--- config.mk ---
export PLATFORM = sky130hd
export DESIGN_NAME = fail_safe_monitor
export DESIGN_NICKNAME = d
export VERILOG_FILES = /design/src/rtl/fail_safe_monitor.v
export VERILOG_INCLUDE_DIRS = /design/src /design/src/rtl
export SDC_FILE = /design/constraint.sdc
export NUM_CORES = 1
export LEC_CHECK = 0
export BUFFER_PORTS_ARGS = -buffer_cell sky130_fd_sc_hd__buf_2
export CAP_MARGIN = 25
export CORE_MARGIN = 1
export CORE_UTILIZATION = 54
export DETAILED_ROUTE_END_ITERATION = 8
export PLACE_DENSITY = 0.89
export SYNTH_ARGS = -nofsm -noshare
export SYNTH_HDL_FRONTEND = slang
export SYNTH_SLANG_ARGS = --single-unit
export TNS_END_PERCENT = 5
--- constraint.sdc ---
create_clock -name clk_i -period 4.7 [get_ports clk_i]
set_clock_uncertainty 0.05 [all_clocks]
set_input_delay 0.47 -clock clk_i [delete_from_list [all_inputs] [get_ports clk_i]]
set_output_delay 0.47 -clock clk_i [all_outputs]
set_load 0.05 [all_outputs]
--- src/rtl/fail_safe_monitor_regs.vh ---
`ifndef FAIL_SAFE_MONITOR_REGS_VH
`define FAIL_SAFE_MONITOR_REGS_VH
// Register byte addresses
`define ADDR_OSC_CTRL 4'h0
`define ADDR_OSC_STATE 4'h4
`define ADDR_FLAG_TWO 4'h8
`define ADDR_ENABLE_TWO 4'hC
// oscillator_control_reg fields
`define IFS_LSB 3
`define IFS_MSB 6
`define CSEL_LSB 0
`define CSEL_MSB 1
`define SLEEP_BIT 8
// Flag and enable bit positions
`define FAIL_BIT 7
// Reset values
`define IFS_RESET 4'h7
`define CSEL_RESET 2'h0
// Oscillator modes
`define MODE_LP 3'h0
`define MODE_XT 3'h1
`define MODE_HS 3'h2
`define MODE_EC 3'h3
`define MODE_SOSC 3'h4
`define MODE_RC 3'h5
// Timing
`define SAMPLE_DIV 64
`define STARTUP_CYCLES 1024
`endif

--- src/rtl/fail_safe_monitor.v ---
// Function
// - Detect failure only after startup timer expires
// - Monitor active only when config enable set
// - Monitoring covers every external oscillator mode
// - Sample clock is internal osc divided 64
// - Latch set on external clock falling edge
// - Latch cleared on sample clock rising edge
// - Fail on full sample period without edge
// - On failure switch internal, set fail flag
// - Flag and enable raise interrupt request
// - Stay internal until firmware switches back
// - Fallback frequency from frequency select field
// - Reset, sleep, select change clear fail-safe (code: select change clears it only when the restarted timer expires)
// - Select change restarts startup timer
// - Run internal while restarted timer counts
// - Clear fail-safe after switch to external
// - Still failing sets flag again
// - Startup timer runs after wake and reset
// - Clock input and RC modes skip timer
// - Monitor enable also enables two-speed start
// - Reset loads 500 kHz frequency select pattern
`timescale 1ns/1ps
`default_nettype none
`include "fail_safe_monitor_regs.vh"
module fail_safe_monitor #(
   parameter STARTUP_CYCLES = `STARTUP_CYCLES,
   parameter SAMPLE_DIV = `SAMPLE_DIV
) (
   input wire clk_i,
   input wire rst_i,
   input wire wb_cyc_i,
   input wire wb_stb_i,
   input wire wb_we_i,
   input wire [3:0] wb_adr_i,
   input wire [31:0] wb_dat_i,
   input wire [3:0] wb_sel_i,
   output reg [31:0] wb_dat_o,
   output reg wb_ack_o,
   input wire monitor_enable_cfg_i,
   input wire [2:0] osc_mode_i,
   input wire ext_clk_i,
   input wire low_freq_internal_osc_i,
   input wire wake_i,
   output reg use_internal_o,
   output reg [3:0] internal_freq_select_o,
   output reg [1:0] clock_select_field_o,
   output reg sleep_req_o,
   output reg irq_o
);
   localparam ST_STARTUP = 2'h0;
   localparam ST_RUN = 2'h1;
   localparam ST_FAILED = 2'h2;
   localparam ST_SLEEP = 2'h3;
   localparam HALF_DIV = SAMPLE_DIV / 2;

   reg [1:0] state;
   reg [31:0] ost_count;
   reg [7:0] div_count;
   reg low_q;
   reg ext_q;
   reg sample_clk;
   reg sample_rise;
   reg edge_latch;
   reg fail_safe;
   reg clock_fail_flag;
   reg clock_fail_irq_enable;
   reg fail_event;
   wire monitor_on;
   wire skip_timer;
   wire wr;
   wire csel_change;
   wire sleep_cmd;

   assign wr = wb_cyc_i & wb_stb_i & wb_we_i & ~wb_ack_o;
   // Only an actual change of the select field restarts the timer
   assign csel_change = wr && wb_adr_i == `ADDR_OSC_CTRL && wb_sel_i[0] &&
      wb_dat_i[`CSEL_MSB:`CSEL_LSB] != clock_select_field_o;
   assign sleep_cmd = wr && wb_adr_i == `ADDR_OSC_CTRL && wb_sel_i[1] &&
      wb_dat_i[`SLEEP_BIT];
   assign skip_timer = osc_mode_i == `MODE_EC || osc_mode_i == `MODE_RC;
   // All modes monitored; only the timer skip is mode dependent
   assign monitor_on = monitor_enable_cfg_i && state == ST_RUN;

   // Sample clock: edges of the slow oscillator counted, toggled every 32
   always @(posedge clk_i) begin
      if (rst_i) begin
         low_q <= 1'b0;
         div_count <= 8'h00;
         sample_clk <= 1'b0;
         sample_rise <= 1'b0;
      end else begin
         low_q <= low_freq_internal_osc_i;
         sample_rise <= 1'b0;
         if (low_freq_internal_osc_i & ~low_q) begin
            if (div_count == HALF_DIV - 1) begin
               div_count <= 8'h00;
               sample_clk <= ~sample_clk;
               sample_rise <= ~sample_clk;
            end else begin
               div_count <= div_count + 8'h01;
            end
         end
      end
   end

   // Fail detector latch; a falling edge in the clearing cycle wins
   always @(posedge clk_i) begin
      if (rst_i) begin
         ext_q <= 1'b1;
         edge_latch <= 1'b1;
         fail_event <= 1'b0;
      end else begin
         ext_q <= ext_clk_i;
         fail_event <= 1'b0;
         if (ext_q & ~ext_clk_i) begin
            edge_latch <= 1'b1;
         end else if (sample_rise) begin
            edge_latch <= 1'b0;
            // Latch still clear at rise means a whole sample period passed
            fail_event <= ~edge_latch & monitor_on;
         end
      end
   end

   // Startup timer and fail-safe state
   always @(posedge clk_i) begin
      if (rst_i) begin
         state <= ST_STARTUP;
         ost_count <= 32'h0;
         fail_safe <= 1'b0;
      end else begin
         case (state)
            ST_STARTUP: begin
               if (skip_timer || ost_count >= STARTUP_CYCLES - 1) begin
                  state <= ST_RUN;
                  fail_safe <= 1'b0;
                  ost_count <= 32'h0;
               end else begin
                  ost_count <= ost_count + 32'h1;
               end
            end
            ST_RUN: begin
               if (fail_event) begin
                  state <= ST_FAILED;
                  fail_safe <= 1'b1;
               end
            end
            ST_FAILED: begin
               state <= ST_FAILED;
            end
            ST_SLEEP: begin
               if (wake_i) begin
                  state <= ST_STARTUP;
                  ost_count <= 32'h0;
               end
            end
            default: state <= ST_STARTUP;
         endcase
         if (sleep_cmd) begin
            state <= ST_SLEEP;
            fail_safe <= 1'b0;
         end else if (csel_change) begin
            state <= ST_STARTUP;
            ost_count <= 32'h0;
         end
      end
   end

   // Internal clock while timer runs (two-speed) or while failed
   always @(posedge clk_i) begin
      if (rst_i) begin
         use_internal_o <= 1'b1;
      end else begin
         use_internal_o <= (monitor_enable_cfg_i && state == ST_STARTUP) ||
            fail_safe || fail_event || clock_select_field_o[1];
      end
   end

   // Registers
   always @(posedge clk_i) begin
      if (rst_i) begin
         internal_freq_select_o <= `IFS_RESET;
         clock_select_field_o <= `CSEL_RESET;
         sleep_req_o <= 1'b0;
         clock_fail_flag <= 1'b0;
         clock_fail_irq_enable <= 1'b0;
         irq_o <= 1'b0;
         wb_ack_o <= 1'b0;
         wb_dat_o <= 32'h0;
      end else begin
         wb_ack_o <= wb_cyc_i & wb_stb_i & ~wb_ack_o;
         sleep_req_o <= sleep_cmd;
         if (wr && wb_adr_i == `ADDR_OSC_CTRL && wb_sel_i[0]) begin
            internal_freq_select_o <= wb_dat_i[`IFS_MSB:`IFS_LSB];
            clock_select_field_o <= wb_dat_i[`CSEL_MSB:`CSEL_LSB];
         end
         if (wr && wb_adr_i == `ADDR_ENABLE_TWO && wb_sel_i[0]) begin
            clock_fail_irq_enable <= wb_dat_i[`FAIL_BIT];
         end
         // Set wins over a software clear in the same cycle
         if (fail_event) begin
            clock_fail_flag <= 1'b1;
         end else if (wr && wb_adr_i == `ADDR_FLAG_TWO && wb_sel_i[0] &&
               !wb_dat_i[`FAIL_BIT]) begin
            clock_fail_flag <= 1'b0;
         end
         irq_o <= clock_fail_flag & clock_fail_irq_enable;
         wb_dat_o <= 32'h0;
         if (wb_cyc_i & wb_stb_i & ~wb_ack_o & ~wb_we_i) begin
            case (wb_adr_i)
               `ADDR_OSC_CTRL: wb_dat_o <= {25'h0, internal_freq_select_o, 1'b0,
                  clock_select_field_o};
               `ADDR_OSC_STATE: wb_dat_o <= {28'h0, fail_safe, use_internal_o,
                  state};
               `ADDR_FLAG_TWO: wb_dat_o <= {24'h0, clock_fail_flag, 7'h0};
               `ADDR_ENABLE_TWO: wb_dat_o <= {24'h0, clock_fail_irq_enable, 7'h0};
               default: wb_dat_o <= 32'h0;
            endcase
         end
      end
   end
endmodule
`default_nettype wire

==> reports/results.ini <==
[sta]
post-route-period-util_pct = 56.9
hold_violations = 0
rsz0062_at_grt = no
finalSetupTns_ps = 0
worst_pin_slew_ps = 710
setup_viol = 0
slew_violations = 0
setup_slack_ps = 2030
slew_headroom_pct = 52.7
min_period_ps = 2670
fmax_mhz = 374

[critical_path]
crit_fanout = 15
timing.rr.start = wb_ack_o
cp-start-kind = input port
critical_path_required_ps = 4870
worstSetupPathType = in2reg
r2r_slack_ps = 2290
crit_arrival_ps = 2850
worst-r2r-cell-count = 5
end_kind = flip-flop
r2r-end = ost_count[23]

[synth]
ys.flop_type = dfxtp_1
avgSynthCellArea_um2 = 9.09
async_reset_ff_share_pct = 0
syn-cell-area_um2 = 2980
synthCells = 328
ys_warn_count = 0
synth_edf_count = 0
yosysUniqueCellTypes = 42
synth_seq_cells = 69
ys_seq_area_share_pct = 46.3

[detailed_routing]
finalWirelength_mm = 5.72
wl_per_cell_um = 12.8
drc = 0
via_per_inst = 5.33
ant_nets = 0
routed-via-count = 2375
drtPass1Iterations = 4
drtIter0Drc = 148

[clock_tree]
clkLatencyLatePin_ps = 340
cts_resized = 0
post_cts_buffers = 0
h-tree-depth = 3
clk_root_buffer_cell = clkbuf_8
cts_buffer_depth = 2
cts_hold_buf = 0
clkTransAtPathRegs_ps = 70
cts_num_sinks = 69
cts_tree = built
cts-buffers-inserted = 9

[final_layout]
area_growth_pct = 11.3
drive_gt1_share_pct = 17.0
fillers = 424
layout.cells.non_filler = 446
nets = 430
antenna_cells = 0
fin_area_um2 = 3320

[power_and_ir_drop]
total_power_mw = 1.34
cellPowerDensity_nw_per_um2 = 404
power_leakage_nw = 1.44
vdd_drop_max_v = 0.000217

[floorplanning]
die_area_um2 = 5820
initial_core_util_pct = 57.3
io_pins = 94
coreArea_um2 = 5200
fp.dieH_um = 76.3
num_rows = 26
die_w_um = 76.3

[global_route]
antenna_found_initial = 0
grt_usage_pct = 20.8
grt_pass1_wl_mm = 9.54
grt_start_max_net_pins = 22
grt.overflow.total = 0
grt_pass1_vias = 2142

[worst_hold_path]
min_to = ext_q
hp-start = ext_clk_i
holdCritPathClass = in2reg
whs_path_depth = 3

[placement]
io_buffers = 43
placed_area_um2 = 3140
dp_hpwl_mm = 4.04
place_inst = 431
place_congestion = 0.761
dp_slack_ps = 1690

[run_status]
status = finished, final reports clean

[job]
drv_cap = 0

worst max path at each step:
| stage | from | end | slack, ps |
|---|---|---|---|
| 2_1_floorplan | wb_adr_i[2] | ost_count[17] | 2230 |
| 3_3_place_gp | wb_adr_i[2] | ost_count[25] | 1730 |
| 3_5_place_dp | wb_adr_i[2] | ost_count[25] | 1690 |
| 4_1_cts | wb_adr_i[2] | ost_count[23] | 2040 |
| 5_1_grt | wb_adr_i[2] | ost_count[22] | 1920 |
| 6_report | wb_adr_i[2] | ost_count[23] | 2030 |
power breakdown:
group	switching [mW]	internal, mW	total, mW
sequential	0.0137	0.601	0.614
clock	0.206	0.241	0.448
combinational	0.195	0.0847	0.280
total	0.415	0.927	1.34
synthesized netlist by cell type, types with 3 or more instances:
cell type | count | area [µm²]
buf_4 | 24 | 180
nor4_1 | 8 | 50.1
nor2_1 | 32 | 120
a21oi_1 | 7 | 35.0
xnor2_1 | 4 | 35.0
a31oi_1 | 7 | 43.8
nand4_1 | 8 | 50.1
dfxtp_1 | 69 | 1380
or2_2 | 3 | 18.8
nand3b_1 | 5 | 37.5
buf_6 | 3 | 33.8
o21ai_0 | 6 | 30.0
clkbuf_1 | 5 | 18.8
nor2b_1 | 3 | 18.8
inv_1 | 10 | 37.5
and3_1 | 11 | 68.8
mux2i_1 | 13 | 130
nand2_1 | 29 | 109
nand3_1 | 11 | 55.1
or3_1 | 5 | 31.3
nor4b_1 | 3 | 26.3
and2_1 | 17 | 106
ha_1 | 6 | 75.1
xor2_1 | 5 | 43.8
or4_1 | 4 | 30.0
nand2b_1 | 3 | 18.8
nor3_1 | 12 | 60.1
cell usage in the layout (no fill, tap or decap), types with 4 or more instances in the layout:
cell      count
nor4_1        8
nand2_1      29
nor3_1       12
nand3_1      11
and2_1       17
ha_1          6
conb_1       24
xor2_1        5
or4_1         4
nor2_1       32
mux2i_1      13
dfxtp_1      69
xnor2_1       4
buf_2        43
and3_1       11
a31oi_1       7
or3_1         5
o21ai_0       6
nand3b_1      5
inv_1        10
nand4_1       8
clkbuf_8      9
a21oi_1       7
routing by layer:
layer  vias up  wire [µm]  global-route usage [%]
li1       1172          -                       -
met1      1114       2580                    24.0
met2        73       2710                    34.4
met3        16        268                    4.67
met4         0        157                    13.7
met5         -          0                       0
final cells by class:
cell class | instances | area (µm²) | share of cell area, %
Clock inverter | 4 | 50.0 | 1.51
Multi-Input combinational cell | 238 | 1410 | 42.4
Sequential cell | 69 | 1380 | 41.6
Clock buffer | 11 | 131 | 3.96
Tap cell | 70 | 87.6 | 2.64
Timing Repair Buffer | 44 | 223 | 6.71
Inverter | 10 | 37.5 | 1.13
sequential cells by signal, indices dropped and copies added (netlist names):
name	flops
state	2
ext_q	1
fail_safe	1
sleep_req_o	1
ost_count	32
clock_select_field_o	2
clock_fail_flag	1
div_count	8
use_internal_o	1
wb_ack_o	1
sample_rise	1
low_q	1
fail_event	1
irq_o	1
edge_latch	1
sample_clk	1
clock_fail_irq_enable	1
wb_dat_o	8
internal_freq_select_o	4
through the flow:
stage / hold WS [ps] / util [%]
after detailed placement: 365 / 60.3
after floorplan: 348 / -
after CTS: 291 / 63.8
after global placement: 357 / 60.3
after global routing: 299 / 63.8
final: 306 / 63.8
worst max-delay path, cell delays in order:
cell	delay, ps
buf_2	160
or4_4	550
or3_1	600
o31ai_4	600
o21ba_4	280
and2_1	170
kinds of logic (layout without fill, tap and decap cells):
| family | count (synthesis) | after routing | share of synthesized area [%] |
|---|---|---|---|
| buffers and inverters | 44 | 69 | 9.35 |
| AOI/OAI and AO/OA | 29 | 29 | 6.75 |
| other | 1 | 24 | 0.126 |
| muxes | 13 | 13 | 4.36 |
| xor gates and xnor gates | 9 | 9 | 2.64 |
| adders and majority gates | 6 | 6 | 2.52 |
| DFF | 69 | 69 | 46.3 |
| and+or+nand+nor | 157 | 157 | 27.9 |
Power figures use the tool's default switching activity.
